[config.mk]
export PLATFORM = sky130hd
export DESIGN_NAME = ovfco_top
export DESIGN_NICKNAME = d
export VERILOG_FILES = /design/src/shared/ovfco_pkg.sv /design/src/verilog/ovfco_top.sv
export SDC_FILE = /design/constraint.sdc
export NUM_CORES = 1
export LEC_CHECK = 0
export BUFFER_PORTS_ARGS = -buffer_cell sky130_fd_sc_hd__clkbuf_2
export CORE_MARGIN = 3
export CORE_UTILIZATION = 55
export DETAILED_ROUTE_END_ITERATION = 8
export PLACE_DENSITY_LB_ADDON = 0.12
export SLEW_MARGIN = 20
export SYNTH_ARGS = -nofsm -noshare
export SYNTH_HDL_FRONTEND = slang
export SYNTH_SLANG_ARGS = --single-unit
[constraint.sdc]
create_clock -name clk -period 12.6 [get_ports clk]
set_clock_uncertainty 0.2 [all_clocks]
set_input_delay 1.26 -clock clk [delete_from_list [all_inputs] [get_ports clk]]
set_output_delay 1.26 -clock clk [all_outputs]
set_load 0.03 [all_outputs]
[src/shared/ovfco_pkg.sv]
// Constants for the overvoltage fault and current offset command logic.
// Assumes a decoded command port (one command code per access) and a 50 MHz clock.
`default_nettype none
package ovfco_pkg;
   // Command codes
   localparam logic [7:0]  CMD_OFFSET     = 8'h39;
   localparam logic [7:0]  CMD_OV_LIMIT   = 8'h40;
   localparam logic [7:0]  CMD_OV_ACTION  = 8'h41;
   // Offset register layout
   localparam logic [4:0]  OFFSET_EXP     = 5'h1E;     // Exponent -2, 0.25 A step
   localparam int          OFFSET_MAN_W   = 4;
   localparam int          OFFSET_EXT_W   = 7;
   // Limit register layout
   localparam int          LIMIT_W        = 11;
   localparam logic [10:0] LIMIT_BRK_16   = 11'h248;   // 584
   localparam logic [10:0] LIMIT_BRK_20   = 11'h25C;   // 604
   localparam logic [10:0] LIMIT_BRK_50   = 11'h29A;   // 666
   localparam logic [7:0]  PCT_12         = 8'h0C;
   localparam logic [7:0]  PCT_16         = 8'h10;
   localparam logic [7:0]  PCT_20         = 8'h14;
   localparam logic [7:0]  PCT_50         = 8'h32;
   localparam logic [7:0]  PCT_FULL       = 8'h64;     // 100 percent
   // Action register layout
   localparam int          ACT_IGNORE_BIT = 7;
   localparam int          ACT_RETRY_LSB  = 3;
   localparam logic [2:0]  RETRY_LATCH    = 3'h0;
   localparam logic [2:0]  RETRY_AUTO     = 3'h7;
   localparam logic        ACT_IGNORE_RST = 1'b1;
   // Restart delay
   localparam int          CLK_HZ         = 50_000_000;
   localparam int          RESTART_MS     = 52;
   localparam int          RESTART_CYC    = (CLK_HZ / 1000) * RESTART_MS;
   localparam int          DELAY_CNT_W    = 22;
   // Sense widths
   localparam int          VOUT_W         = 12;
   localparam int          IOUT_W         = 12;
   // Response states
   typedef enum logic [1:0] {
      OVFCO_RUN     = 2'b00,
      OVFCO_LATCHED = 2'b01,
      OVFCO_WAIT    = 2'b10,
      OVFCO_IDLE    = 2'b11
   } ovfco_state_t;
endpackage : ovfco_pkg
`default_nettype wire

[src/verilog/ovfco_top.sv]
// Overvoltage fault response, fault threshold and current offset command logic.
// Assumes the command interface has already decoded bus framing into one-cycle
// read and write strobes, and that NVM restore arrives as a one-cycle load.
`default_nettype none

////////////////////////////////////////////////////////////////////////////////
// Operation
// - Add signed offset to reported output current
// - Clamp reported current at zero
// - Offset exponent fixed read-only at minus two
// - Bits 10:4 replicate mantissa bit 3
// - Four-bit two's complement writable mantissa
// - Compare sensed output against relative threshold
// - Tracking fault only after soft-start completes
// - Limit field 11 bits, upper bits zero
// - Limit decoded by range into percent
// - Fault sets three flags and alert
// - Response covers limit and fixed threshold
// - Bit 7 low ignores, high shuts down
// - Enabling response acts on uncleared earlier fault
// - Retry 000 latches off until enable toggle
// - Retry 111 restarts after 52 ms forever
// - Other retry values rejected as invalid data
// - Only retry bit 5 kept in NVM
// - Delay field mirrors retry, writes ignored
// - Delay 000 schedules no restart
// - Delay 111 waits 52 ms then starts
// - Action bit 6 always reads zero
// - Limit reads back as written, threshold decoded
module ovfco_top #(
   parameter int unsigned RESTART_CYC = ovfco_pkg::RESTART_CYC   // Shorten for simulation
) (
   // Clock and reset
   input  wire logic                       clk,
   input  wire logic                       rst_n,
   // Command port
   input  wire logic                       cmd_wr,
   input  wire logic                       cmd_rd,
   input  wire logic [7:0]                 cmd_code,
   input  wire logic [15:0]                cmd_wdata,
   input  wire logic                       clear_faults,
   output logic      [15:0]                cmd_rdata_r,
   output logic                            cmd_rvalid_r,
   output logic                            invalid_data_r,
   // NVM restore and store
   input  wire logic                       nvm_load,
   input  wire logic [3:0]                 nvm_offset_mantissa,
   input  wire logic [10:0]                nvm_ov_limit,
   input  wire logic                       nvm_ov_act_not_ignore,
   input  wire logic                       nvm_ov_retry_bit,
   output logic                            nvm_ov_retry_store_r,
   // Current telemetry
   input  wire logic [ovfco_pkg::IOUT_W-1:0] iout_measured,
   output logic      [ovfco_pkg::IOUT_W-1:0] iout_report_r,
   // Voltage sensing and conversion control
   input  wire logic [ovfco_pkg::VOUT_W-1:0] output_sense_positive,
   input  wire logic [ovfco_pkg::VOUT_W-1:0] output_sense_ground,
   input  wire logic [ovfco_pkg::VOUT_W-1:0] vout_commanded,
   input  wire logic                       softstart_done,
   input  wire logic                       fixed_ov_threshold_select,
   input  wire logic                       fixed_ov_trip,
   input  wire logic                       en_pin,
   output logic                            output_enable_r,
   // Status
   output logic                            overvoltage_fault_flag_r,
   output logic                            output_fault_summary_flag_r,
   output logic                            vout_status_ov_flag_r,
   output logic                            smbalert_n_r
);

   ////////////////////////////////////////////////////////////////////////////
   // State

   // One packed record holds every flip-flop; the
   // combinational block below fills a copy of it
   typedef struct packed {
      logic [3:0]                          offset_mantissa;  // Writable offset
      logic [10:0]                         ov_limit;         // Limit as written
      logic                                ov_act_not_ignore;// Response enable
      logic [2:0]                          ov_retry_select;  // Retry setting
      logic                                ov_pending;       // Fault seen while ignoring
      ovfco_pkg::ovfco_state_t             state;            // Response state
      logic [ovfco_pkg::DELAY_CNT_W-1:0]   delay_cnt;        // Restart timer
      logic                                en_seen_low;      // Enable toggle tracker
      logic [15:0]                         rdata;
      logic                                rvalid;
      logic                                invalid;
      logic [ovfco_pkg::IOUT_W-1:0]        iout;
      logic                                out_en;
      logic                                flag_byte;
      logic                                flag_word;
      logic                                flag_vout;
      logic                                alert_n;          // Alert pin level, low on fault
   } ovfco_regs_t;

   ovfco_regs_t r_r;    // Registered state
   ovfco_regs_t r_nxt;  // Next state

   // Restart delay in cycles less one, at the width of the timer
   localparam logic [ovfco_pkg::DELAY_CNT_W-1:0] DELAY_LAST =
      ovfco_pkg::DELAY_CNT_W'(RESTART_CYC - 1);

   ////////////////////////////////////////////////////////////////////////////
   // Combinational helpers

   logic [ovfco_pkg::VOUT_W-1:0] vout_diff;      // Differential sense
   logic [7:0]                   ov_pct;         // Decoded threshold percent
   logic [19:0]                  sense_scaled;   // Sense times 100
   logic [19:0]                  limit_scaled;   // Command times (100 + pct)
   logic                         trip_tracking;  // Programmable limit exceeded
   logic                         ov_event;       // Any overvoltage this cycle
   logic signed [13:0]           iout_sum;       // Measured plus offset
   logic [2:0]                   wr_retry;       // Retry field being written

   // Differential sense, threshold decode and compare
   always_comb begin
      vout_diff = output_sense_positive - output_sense_ground;
      // Nearest supported setting; stored value untouched
      if (r_r.ov_limit < ovfco_pkg::LIMIT_BRK_16) begin
         ov_pct = ovfco_pkg::PCT_12;
      end else if (r_r.ov_limit < ovfco_pkg::LIMIT_BRK_20) begin
         ov_pct = ovfco_pkg::PCT_16;
      end else if (r_r.ov_limit < ovfco_pkg::LIMIT_BRK_50) begin
         ov_pct = ovfco_pkg::PCT_20;
      end else begin
         ov_pct = ovfco_pkg::PCT_50;
      end
      // Multiply instead of divide: sense*100 > cmd*(100+pct)
      sense_scaled  = 20'(vout_diff) * 20'(ovfco_pkg::PCT_FULL);
      limit_scaled  = 20'(vout_commanded) * 20'(ovfco_pkg::PCT_FULL + ov_pct);
      trip_tracking = softstart_done && (sense_scaled > limit_scaled);
      ov_event      = trip_tracking || (fixed_ov_threshold_select && fixed_ov_trip);
      // Signed sum of telemetry and sign-extended offset
      iout_sum = $signed({2'b00, iout_measured}) +
                 $signed({{10{r_r.offset_mantissa[3]}}, r_r.offset_mantissa});
      wr_retry = cmd_wdata[ovfco_pkg::ACT_RETRY_LSB +: 3];
   end

   ////////////////////////////////////////////////////////////////////////////
   // Next-state logic

   always_comb begin
      r_nxt        = r_r;
      r_nxt.rvalid = 1'b0;
      r_nxt.invalid = 1'b0;

      // Reported current, floored at zero
      if (iout_sum < 0) begin
         r_nxt.iout = '0;
      end else if (iout_sum[ovfco_pkg::IOUT_W]) begin
         r_nxt.iout = '1;                                                       // Saturate rather than wrap
      end else begin
         r_nxt.iout = iout_sum[ovfco_pkg::IOUT_W-1:0];
      end

      // Command writes; read-only fields have no storage
      if (cmd_wr) begin
         if (cmd_code == ovfco_pkg::CMD_OFFSET) begin
            r_nxt.offset_mantissa = cmd_wdata[3:0];
         end else if (cmd_code == ovfco_pkg::CMD_OV_LIMIT) begin
            r_nxt.ov_limit = cmd_wdata[10:0];
         end else if (cmd_code == ovfco_pkg::CMD_OV_ACTION) begin
            // Only the two legal retry codes are accepted
            if (wr_retry == ovfco_pkg::RETRY_LATCH || wr_retry == ovfco_pkg::RETRY_AUTO) begin
               r_nxt.ov_act_not_ignore = cmd_wdata[ovfco_pkg::ACT_IGNORE_BIT];
               r_nxt.ov_retry_select   = wr_retry;                              // Bits 2:0 dropped
            end else begin
               r_nxt.invalid = 1'b1;
            end
         end
      end

      // Only writable fields are restored; read-only fields
      // are rebuilt from them on every read
      // NVM restore wins over a same-cycle write
      if (nvm_load) begin
         r_nxt.offset_mantissa   = nvm_offset_mantissa;
         r_nxt.ov_limit          = nvm_ov_limit;
         r_nxt.ov_act_not_ignore = nvm_ov_act_not_ignore;
         r_nxt.ov_retry_select   = {3{nvm_ov_retry_bit}};
      end

      // Command reads
      if (cmd_rd) begin
         r_nxt.rvalid = 1'b1;
         if (cmd_code == ovfco_pkg::CMD_OFFSET) begin
            r_nxt.rdata = {ovfco_pkg::OFFSET_EXP,
                           {ovfco_pkg::OFFSET_EXT_W{r_r.offset_mantissa[3]}},
                           r_r.offset_mantissa};
         end else if (cmd_code == ovfco_pkg::CMD_OV_LIMIT) begin
            r_nxt.rdata = {5'h00, r_r.ov_limit};
         end else if (cmd_code == ovfco_pkg::CMD_OV_ACTION) begin
            r_nxt.rdata = {8'h00, r_r.ov_act_not_ignore, 1'b0,
                           r_r.ov_retry_select, r_r.ov_retry_select};
         end else begin
            r_nxt.rdata = 16'h0000;                                             // Unknown code
         end
      end

      // Status flags: clear first so a new fault wins
      // so a fault arriving with clear-faults is never lost
      if (clear_faults) begin
         r_nxt.flag_byte  = 1'b0;
         r_nxt.flag_word  = 1'b0;
         r_nxt.flag_vout  = 1'b0;
         r_nxt.ov_pending = 1'b0;
      end
      if (ov_event) begin
         r_nxt.flag_byte = 1'b1;
         r_nxt.flag_word = 1'b1;
         r_nxt.flag_vout = 1'b1;
         if (!r_r.ov_act_not_ignore) begin
            r_nxt.ov_pending = 1'b1;
         end
      end

      // Enable toggle tracking for restart from latch-off
      if (!en_pin) begin
         r_nxt.en_seen_low = 1'b1;
      end

      // Faults arriving while shut down only set flags;
      // the response is taken once, from RUN
      // Response state machine
      case (r_r.state)
         ovfco_pkg::OVFCO_RUN: begin
            // Respond to a fresh fault, or an uncleared one once enabled
            if (r_r.ov_act_not_ignore && (ov_event || r_r.ov_pending)) begin
               r_nxt.ov_pending  = 1'b0;
               r_nxt.en_seen_low = 1'b0;
               r_nxt.delay_cnt   = '0;
               if (r_r.ov_retry_select == ovfco_pkg::RETRY_AUTO) begin
                  r_nxt.state = ovfco_pkg::OVFCO_WAIT;
               end else begin
                  r_nxt.state = ovfco_pkg::OVFCO_LATCHED;
               end
            end
         end
         ovfco_pkg::OVFCO_LATCHED: begin
            // No timer; only an enable toggle brings it back
            if (r_r.en_seen_low && en_pin) begin
               r_nxt.state = ovfco_pkg::OVFCO_IDLE;
            end
         end
         ovfco_pkg::OVFCO_WAIT: begin
            // Retries forever: no attempt counter by design
            // Timer is wide enough for the full delay at 50 MHz
            if (r_r.delay_cnt == DELAY_LAST) begin
               r_nxt.state = ovfco_pkg::OVFCO_IDLE;
            end else begin
               r_nxt.delay_cnt = r_r.delay_cnt + 1'b1;
            end
         end
         ovfco_pkg::OVFCO_IDLE: begin
            // Normal startup handoff
            r_nxt.state = ovfco_pkg::OVFCO_RUN;
         end
         default: begin
            r_nxt.state = ovfco_pkg::OVFCO_RUN;
         end
      endcase

      // Conversion runs only in RUN with enable high
      r_nxt.out_en = (r_nxt.state == ovfco_pkg::OVFCO_RUN) && en_pin;

      // Alert pin follows the overvoltage fault flag
      r_nxt.alert_n = ~r_nxt.flag_byte;
   end

   ////////////////////////////////////////////////////////////////////////////
   // State register; VCC power cycle maps to reset

   always_ff @(posedge clk or negedge rst_n) begin
      if (!rst_n) begin
         r_r                   <= '0;
         r_r.ov_act_not_ignore <= ovfco_pkg::ACT_IGNORE_RST;
         r_r.state             <= ovfco_pkg::OVFCO_RUN;
         r_r.alert_n           <= 1'b1;                                         // Alert released
      end else begin
         r_r <= r_nxt;
      end
   end

   ////////////////////////////////////////////////////////////////////////////
   // Outputs, each a flip-flop
   // The alert has its own flop so no gate sits
   // between the register and the pin

   assign cmd_rdata_r                 = r_r.rdata;
   assign cmd_rvalid_r                = r_r.rvalid;
   assign invalid_data_r              = r_r.invalid;
   assign nvm_ov_retry_store_r        = r_r.ov_retry_select[2];
   assign iout_report_r               = r_r.iout;
   assign output_enable_r             = r_r.out_en;
   assign overvoltage_fault_flag_r    = r_r.flag_byte;
   assign output_fault_summary_flag_r = r_r.flag_word;
   assign vout_status_ov_flag_r       = r_r.flag_vout;
   assign smbalert_n_r                = r_r.alert_n;

endmodule : ovfco_top
`default_nettype wire
==> impl_metrics.csv, run 1 <==
group,metric,value,unit
yosys,netlist.top_cell.by_area,"dfrtp_1",
worst_setup_path,r2r-start,"r_r[73]",
yosys,seq_area_frac_synth,0.205,
yosys,async_flop_share,1.00,
timing,relSlewSlack,0.347,
die,die_y,135,um
layout,syn_to_final_growth,10.8,%
place,io_buffers,128,
global_routing,antenna_found_initial,0,
yosys,synth_area_leaders,"dfrtp_1 (20%), ha_1 (18%), fa_1 (13%)",
run,maxCapViolations,0,
detailed_routing,routed_wl,19200,um
hold_path,hp-start,"overvoltage_fault_flag_r",
layout,diodes,0,
detailed_routing,initialDrtViolationCount,274,
timing,tightest_slew,0.972,ns
detailed_routing,wire_per_inst,14.0,um
worst_setup_path,slowest_delay,0.76,ns
worst_setup_path,cpMostUsedCell,"a21oi_1",
power_and_ir_drop,powerDensity,231,nW/um2
global_routing,gr-total-overflow,0,
detailed_routing,vias,7270,
yosys,synth_commonest_cells,"inv_1 (180), ha_1 (134), dfrtp_1 (73), nor2_1 (73), nand2_1 (67)",
yosys,yosysWarnings,0,
hold_path,hold_class,"reg2reg",
worst_setup_path,required,12.66,ns
timing,fmax,114,MHz
yosys,synthesis.area,9150,um2
clocking,cts_tree,"yes",
worst_setup_path,ff2ff_path_depth,30,
place,dpl-instance-area,9810,um2
yosys,syn_nets,1344,
global_routing,track_usage,0.222,
outcome,status,"completed",
die,initial_core_util,0.570,
timing,tns,0,ns
yosys,synthFlopType,"dfrtp_1",
layout,drive_gt1_frac,0.151,
clocking,cts_hold_buf,0,
detailed_routing,final_antenna_net_count,0,
yosys,synth_edf_count,0,
worst_setup_path,cp_slowest_cell,"a21oi_1",
worst_setup_path,start_kind,"register",
timing,setup_ws,3.83,ns
clocking,cts_sinks,75,
die,die_w,135,um
timing,hold_viol,0,
hold_path,worstHoldEndpoint,"smbalert_n_r",
clocking,clk_pin_slew,0.06,ns
timing,setup_viol,0,
global_routing,grt_pass1_vias,7296,
place,dp_hpwl,15600,um
layout,final_cell_area,10100,um2
die,rows,46,
clocking,post_cts_buffers,0,
detailed_routing,dr.pass1.iters,5,
worst_setup_path,reg2reg_to,"r_r[56]",
yosys,syn_area_per_cell,8.70,um2
die,io_pins,135,
timing,hold_ws,0.302,ns
timing,finalCritPeriodShare,0.696,
detailed_routing,drt_drc_violations_left,0,
clocking,cts_resized,0,
worst_setup_path,endpoint_kind,"register",
power_and_ir_drop,ir_drop,0.165,mV
layout,fin_nets,1441,
global_routing,grt_pass1_wl,33600,um
detailed_routing,vias_per_cell,5.31,
die,core_area,16100,um2
yosys,synth_seq_cells,75,
yosys,yosysMostFrequentCell,"inv_1",
worst_setup_path,r2r_slack,3.83,ns
place,gp_congestion,0.888,
power_and_ir_drop,cellLeakagePower,0.00543,uW
clocking,clockBufferDepth,2,
timing,rsz0062_at_grt,"false",
power_and_ir_drop,power,2340,uW
timing,final-max-slew-violation-count,0,
layout,nFillCells,1371,
worst_setup_path,critPathKind,"reg2reg",
yosys,yosysUniqueCellTypes,62,
clocking,clk_latency,0.34,ns
hold_path,hold-path-cell-count,1,
global_routing,grt_max_degree,76,
yosys,syn_inst,1051,
place,place_ws,3.35,ns
clocking,htree_levels,3,
clocking,cts-root-buf,"clkbuf_16",
yosys,synth_top_area_frac,0.200,
die,die_area,18200,um2
worst_setup_path,arrival,8.83,ns
worst_setup_path,cp_max_fo,13,
clocking,cts_buffers,9,
timing,fin_crit,8.77,ns
-- cell usage in the layout (no fill, tap or decap), types with 10 or more instances in the layout --
cell type  instances
clkbuf_2         127
nand3_1           19
nand2_1           67
xor2_1            27
o21a_1            10
nor2b_1           11
a21o_1            22
o21ai_1           11
inv_1            180
nand4_1           11
o21ai_0           35
a21oi_1           65
nand2b_1          11
dfrtp_1           73
mux2i_1           16
ha_1             134
and2_1            31
nor2_1            73
fa_1              60
xnor2_1           30
-- report_power, final --
| group | internal [uW] | switching (uW) |
|---|---|---|
| logic | 759 | 994 |
| registers | 281 | 27.5 |
| clock network | 178 | 99.1 |
| total | 1220 | 1120 |
-- through the flow --
stage	util	instances
after detailed placement	0.611	1353
after global routing	0.631	1369
after CTS	0.631	1369
after floorplan	-	1051
after global placement	0.611	1353
final	0.631	1369
-- state kept, by name, indices dropped and copies added (netlist names) --
| name | flops |
|---|---|
| r_r | 44 |
| cmd_rdata_r | 12 |
| iout_report_r | 12 |
| cmd_rvalid_r | 1 |
| invalid_data_r | 1 |
| nvm_ov_retry_store_r | 1 |
| output_enable_r | 1 |
| output_fault_summary_flag_r | 1 |
| overvoltage_fault_flag_r | 1 |
| smbalert_n_r | 1 |
-- worst max-delay path: cells and delay by family, from the launching register on --
kind,cells,cell delay (ns)
compound gates,13,3.56
flops,1,0.44
xor+xnor,1,0.22
simple gates,7,1.58
fa+ha+maj,6,2.37
buf+inv,3,0.33
-- metal layers --
metal	track usage	vias to the layer above	wire, um
met1	0.307	3391	8830
met5	0	-	0
met4	0.0538	0	299
met2	0.364	167	8950
met3	0.0428	23	1130
li1	-	3689	-
-- logic make-up after synthesis --
kind of cell,Yosys count,synth area share
simple gates,272,0.151
buf+inv,226,0.105
compound gates,203,0.143
fa+ha+maj,194,0.315
flops,75,0.205
xor+xnor,57,0.0546
mux,23,0.0261
other cells,1,0.000410
-- worst max-delay path by stage --
stage                                 startpoint      end  depth (start not counted)
after floorplan           output_sense_ground[1]  r_r[56]                         28
after global placement                   r_r[73]  r_r[56]                         30
after detailed placement                 r_r[73]  r_r[56]                         30
after CTS                                r_r[73]  r_r[56]                         30
after global routing                     r_r[73]  r_r[56]                         33
final                                    r_r[73]  r_r[56]                         30
-- cell type report --
type,instances,area (um2),share of cell area
flip-flops and latches,75,1880,0.185
clock buffers,11,243,0.0239
well taps,216,270,0.0267
multi-input cells,750,6320,0.623
inverters,180,676,0.0667
clock inverters,5,77.6,0.00765
repair buffers,132,673,0.0664
Note: power is estimated with default switching activity, not from simulation.
==> inputs of run 2 (changes only) <==
==> constraint.sdc (replaced) <==
create_clock -name clk -period 8.2 [get_ports clk]
set_clock_uncertainty 0.2 [all_clocks]
set_input_delay 0.82 -clock clk [delete_from_list [all_inputs] [get_ports clk]]
set_output_delay 0.82 -clock clk [all_outputs]
set_load 0.03 [all_outputs]
==> run 2 against run 1 <==
Net effect:
- worst setup slack got worse by 3.5 ns
- die area unchanged
- combinational power increased by 57%
- sequential power increased by 53%
- final cell count increased by 0.66%
- sequential share of layout area decreased by 0.24 points
- first-iteration DRC count increased by 31%
- register-to-register slack got worse by 3.5 ns
- wire length increased by 0.85%
- power increased by 55%
- critical path type unchanged
==> impl_metrics.csv, run 2 (synthesis gave the netlist of run 1 again) <==
group,metric,value,unit
layout,nFillCells,1405,
global_routing,met3_usage,0.0272,
global_routing,grt_max_degree,76,
detailed_routing,vias_per_cell,5.27,
layout,diodes,0,
timing,tns,0,ns
global_routing,gr-total-overflow,0,
die,rows,46,
clocking,cts_tree,"yes",
worst_setup_path,critPathKind,"reg2reg",
clocking,clk_latency,0.33,ns
layout,final_common_cell,"inv_1",
clocking,cts_buffers,9,
worst_setup_path,cp_max_fo,12,
global_routing,grt_pass1_wl,33300,um
detailed_routing,drt_drc_violations_left,0,
place,gp_congestion,0.900,
clocking,clk_pin_slew,0.06,ns
die,initial_core_util,0.570,
worst_setup_path,endpoint_kind,"register",
detailed_routing,vias,7267,
clocking,clockBufferDepth,2,
global_routing,grt_pass1_vias,7187,
layout,drive_gt1_frac,0.165,
clocking,cts_hold_buf,0,
power_and_ir_drop,cellLeakagePower,0.00548,uW
place,io_buffers,128,
global_routing,met2_usage,0.363,
power_and_ir_drop,powerDensity,352,nW/um2
die,die_area,18200,um2
detailed_routing,initialDrtViolationCount,360,
worst_setup_path,slowest_delay,0.58,ns
timing,setup_viol,0,
worst_setup_path,required,8.26,ns
timing,fin_crit,7.84,ns
layout,multi_input_area,6380,um2
die,die_y,135,um
timing,final-max-slew-violation-count,0,
layout,largest_register_ff_count,44,
global_routing,track_usage,0.222,
layout,regMostFlops,"r_r",
hold_path,hold-path-cell-count,1,
timing,finalCritPeriodShare,0.956,
layout,syn_to_final_growth,12.4,%
hold_path,hold_class,"reg2reg",
layout,fin_nets,1450,
die,die_w,135,um
outcome,status,"completed",
run,maxCapViolations,0,
timing,tightest_slew,0.971,ns
worst_setup_path,start_kind,"register",
timing,relSlewSlack,0.348,
power_and_ir_drop,ir_drop,0.232,mV
worst_setup_path,ff2ff_path_depth,30,
place,dp_hpwl,15700,um
layout,regArea,1880,um2
die,core_area,16100,um2
global_routing,met1_usage,0.311,
clocking,cts_sinks,75,
global_routing,antenna_found_initial,0,
clocking,cts-root-buf,"clkbuf_16",
worst_setup_path,cpMostUsedCell,"fa_1",
worst_setup_path,arrival,7.90,ns
detailed_routing,final_antenna_net_count,0,
detailed_routing,routed_wl,19400,um
detailed_routing,wire_per_inst,14.1,um
timing,fmax,128,MHz
detailed_routing,dr.pass1.iters,5,
worst_setup_path,cp_slowest_cell,"fa_1",
layout,final_util,0.640,
global_routing,busiest_layer,"met2",
timing,hold_viol,0,
clocking,htree_levels,3,
layout,layout_common_cells,"inv_1 (180), ha_1 (134), clkbuf_2 (127)",
die,io_pins,135,
==> run 2: cell count changes in the layout (fill, tap and decap cells not counted), moves of 2 or more <==
cell,before,now
buf_6,0,2
nor4_1,4,2
nor2_1,73,70
nor4_4,0,2
buf_4,5,11
nor2_2,0,2
clkbuf_8,1,3
==> run 2: per-stage QoR <==
stage	instance area (um2)	power, uW	setup slack [ns]	hold slack (ns)	instances
after floorplan	9150	2630	0.797	0.290	1051
after global placement	9840	3140	0.123	0.308	1356
after detailed placement	9840	3180	0.0399	0.295	1356
after CTS	10100	3620	0.0131	0.303	1372
after global routing	10300	4080	-0.0114	0.314	1378
final	10300	3620	0.363	0.280	1378
==> run 2: per-layer routing <==
layer / up-vias / part of all wire
li1: 3699 / -
met1: 3399 / 0.47
met2: 144 / 0.46
met3: 25 / 0.044
met4: 0 / 0.019
met5: - / 0
==> run 2: path summary, 6_finish.rpt <==
check                                          from      endpoint  slack, ns
hold reg to reg            overvoltage_fault_flag_r  smbalert_n_r       0.28
min in group asynchronous                     rst_n       r_r[52]       0.43
hold / removal             overvoltage_fault_flag_r  smbalert_n_r       0.28
max in group asynchronous                     rst_n       r_r[73]       6.69
setup reg to reg                            r_r[73]       r_r[56]       0.36
setup / recovery                            r_r[73]       r_r[56]       0.36
==> run 2: what timing repair did <==
item / 4_1_cts / 5_1_grt
setup endpoints to repair: 0 / 26
resized for setup: 0 / 17
buffers inserted: 0 / 5
hold endpoints to repair: 0 / 0
==> run 2: worst max-delay path: cells and delay by family, from the launching register on <==
kind,cells,cell delay [ns]
fa+ha+maj,6,2.70
compound gates,11,2.28
simple gates,8,1.61
flops,1,0.47
buf+inv,4,0.35
xor+xnor,1,0.15
==> run 2: final cells by class <==
cell class / instances / share of cell area
flip-flops and latches: 75 / 0.183
clock buffers: 12 / 0.0259
repair buffers: 141 / 0.0732
clock inverters: 4 / 0.00463
inverters: 180 / 0.0657
multi-input cells: 750 / 0.621
well taps: 216 / 0.0263
==> run 2: power breakdown <==
part	switching, uW	internal (uW)
clock	152	259
sequential	41.6	432
combinational	1550	1190
total	1740	1880
==> inputs of run 3 (changes only) <==
--- a/config.mk
+++ b/config.mk
@@ -9,7 +9,7 @@
 export CORE_MARGIN = 3
 export CORE_UTILIZATION = 55
 export DETAILED_ROUTE_END_ITERATION = 8
-export PLACE_DENSITY_LB_ADDON = 0.12
+export PLACE_DENSITY_LB_ADDON = 0.05
 export SLEW_MARGIN = 20
 export SYNTH_ARGS = -nofsm -noshare
 export SYNTH_HDL_FRONTEND = slang
==> run 3 against run 2 <==
Net effect:
- combinational power about the same
- sequential power about the same
- non-clock buffer count unchanged
- utilization about the same
- first-iteration DRC count down 24%
- largest cell class unchanged
- largest power group unchanged
==> impl_metrics.csv, run 3 (synthesis gave the netlist of run 1 again) <==
group,metric,value,unit
outcome,status,"completed",
place,dpl.cell_count,1356,
clocking,clk_pin_slew,0.06,ns
detailed_routing,initialDrtViolationCount,272,
layout,nFillCells,1402,
layout,largest_register_ff_count,44,
clocking,cts_buffers,9,
layout,final_util,0.640,
place,io_buffers,128,
timing,setup_viol,0,
clocking,clockBufferDepth,2,
clocking,cts_tree,"yes",
worst_setup_path,arrival,7.95,ns
power_and_ir_drop,power,3650,uW
die,initial_core_util,0.570,
worst_setup_path,cp_max_fo,12,
layout,final_common_cell,"inv_1",
clocking,cts-root-buf,"clkbuf_16",
place,dp_hpwl,15800,um
layout,instances_no_fill,1378,
clocking,cts_hold_buf,0,
global_routing,grt_pass1_vias,7247,
worst_setup_path,ff2ff_path_depth,29,
worst_setup_path,required,8.26,ns
detailed_routing,drt_drc_violations_left,0,
clocking,htree_levels,3,
run,maxCapViolations,0,
power_and_ir_drop,cellLeakagePower,0.00549,uW
worst_setup_path,critPathKind,"reg2reg",
worst_setup_path,slowest_delay,0.55,ns
hold_path,hold_class,"reg2reg",
timing,relSlewSlack,0.318,
timing,tightest_slew,1.02,ns
detailed_routing,dr.pass1.iters,4,
global_routing,gr-total-overflow,0,
timing,finalCritPeriodShare,0.962,
detailed_routing,final_antenna_net_count,0,
layout,syn_to_final_growth,12.3,%
global_routing,grt_max_degree,76,
global_routing,grt_pass1_wl,33800,um
layout,regMostFlops,"r_r",
global_routing,track_usage,0.224,
hold_path,hold-path-cell-count,1,
place,gp_congestion,0.906,
die,core_area,16100,um2
die,die_w,135,um
clocking,cts_sinks,75,
die,die_y,135,um
worst_setup_path,cpMostUsedCell,"fa_1",
die,rows,46,
detailed_routing,routed_wl,19700,um
timing,fin_crit,7.89,ns
power_and_ir_drop,powerDensity,356,nW/um2
layout,layout_common_cells,"inv_1 (180), ha_1 (134), clkbuf_2 (127)",
layout,fin_nets,1450,
timing,final-max-slew-violation-count,0,
clocking,clk_latency,0.33,ns
place,dpl-instance-area,9840,um2
power_and_ir_drop,ir_drop,0.235,mV
detailed_routing,vias,7279,
worst_setup_path,cp_slowest_cell,"fa_1",
layout,diodes,0,
layout,drive_gt1_frac,0.163,
global_routing,antenna_found_initial,0,
timing,fmax,127,MHz
timing,hold_viol,0,
layout,final_cell_area,10300,um2
detailed_routing,wire_per_inst,14.3,um
worst_setup_path,start_kind,"register",
die,die_area,18200,um2
detailed_routing,vias_per_cell,5.28,
worst_setup_path,endpoint_kind,"register",
die,io_pins,135,
## run 3: cell types whose count changed in the layout (fill, tap and decap cells not counted)
cell / change
buf_4: +1
buf_6: -1
bufinv_16: +1
clkbuf_1: +1
clkbuf_8: -1
clkinv_2: -1
dfrtp_1: +1
dfrtp_2: -1
nor2_1: +1
nor2_2: -1
nor4_2: +1
nor4_4: -1
## run 3: final timing paths
kind / startpoint / to / slack (ns)
worst min register to register: overvoltage_fault_flag_r / smbalert_n_r / 0.27
max in group asynchronous: rst_n / iout_report_r[8] / 6.74
worst max register to register: r_r[75] / r_r[56] / 0.31
min in group asynchronous: rst_n / r_r[39] / 0.43
worst max-delay path: r_r[75] / r_r[56] / 0.31
worst min-delay path: overvoltage_fault_flag_r / smbalert_n_r / 0.27
## run 3: stage by stage
stage                     TNS [ns]  hold slack [ns]  setup slack (ns)
after CTS                        0            0.263            0.0379
after global placement           0            0.273             0.168
after global routing        -0.324            0.300           -0.0769
after detailed placement         0            0.249            0.0612
final                            0            0.268             0.311
after floorplan                  0            0.290             0.797
## run 3: layout make-up
class	count	area [um2]	area share
clock buffer	12	256	0.0250
clock inverter	4	72.6	0.00706
inverter	180	676	0.0658
multi-input combinational	750	6370	0.620
sequential	75	1880	0.183
tap	216	270	0.0263
timing repair buffer	141	748	0.0728
## run 3: layer usage
metal / vias to the layer above / global-route usage / wire, um
met1: 3398 / 0.309 / 9100
li1: 3701 / - / -
met3: 31 / 0.0272 / 902
met4: 0 / 0.0622 / 420
met5: - / 0 / 0
met2: 149 / 0.375 / 9270
## run 3: critical path, delay by kind of cell (launching register included)
family / cells / cell delay [ns]
adder cells (fa/ha/maj): 6 / 2.60
AO/OA/AOI/OAI: 9 / 1.97
AND/OR/NAND/NOR: 8 / 1.81
buffers and inverters: 5 / 0.55
flip-flops: 1 / 0.45
XOR/XNOR: 1 / 0.24
## run 3: what timing repair did
action | in CTS | in global routing
hold endpoints to repair | 0 | 0
buffers inserted | 0 | 5
setup endpoints to repair | 0 | 26
resized for setup | 0 | 13
## run 3: report_power, final
group / internal [uW] / switching [uW] / leakage, uW / total (uW)
clock network: 283 / 152 / 0.000159 / 435
registers: 432 / 43.5 / 0.000952 / 475
logic: 1180 / 1560 / 0.00437 / 2740
total: 1900 / 1760 / 0.00549 / 3650
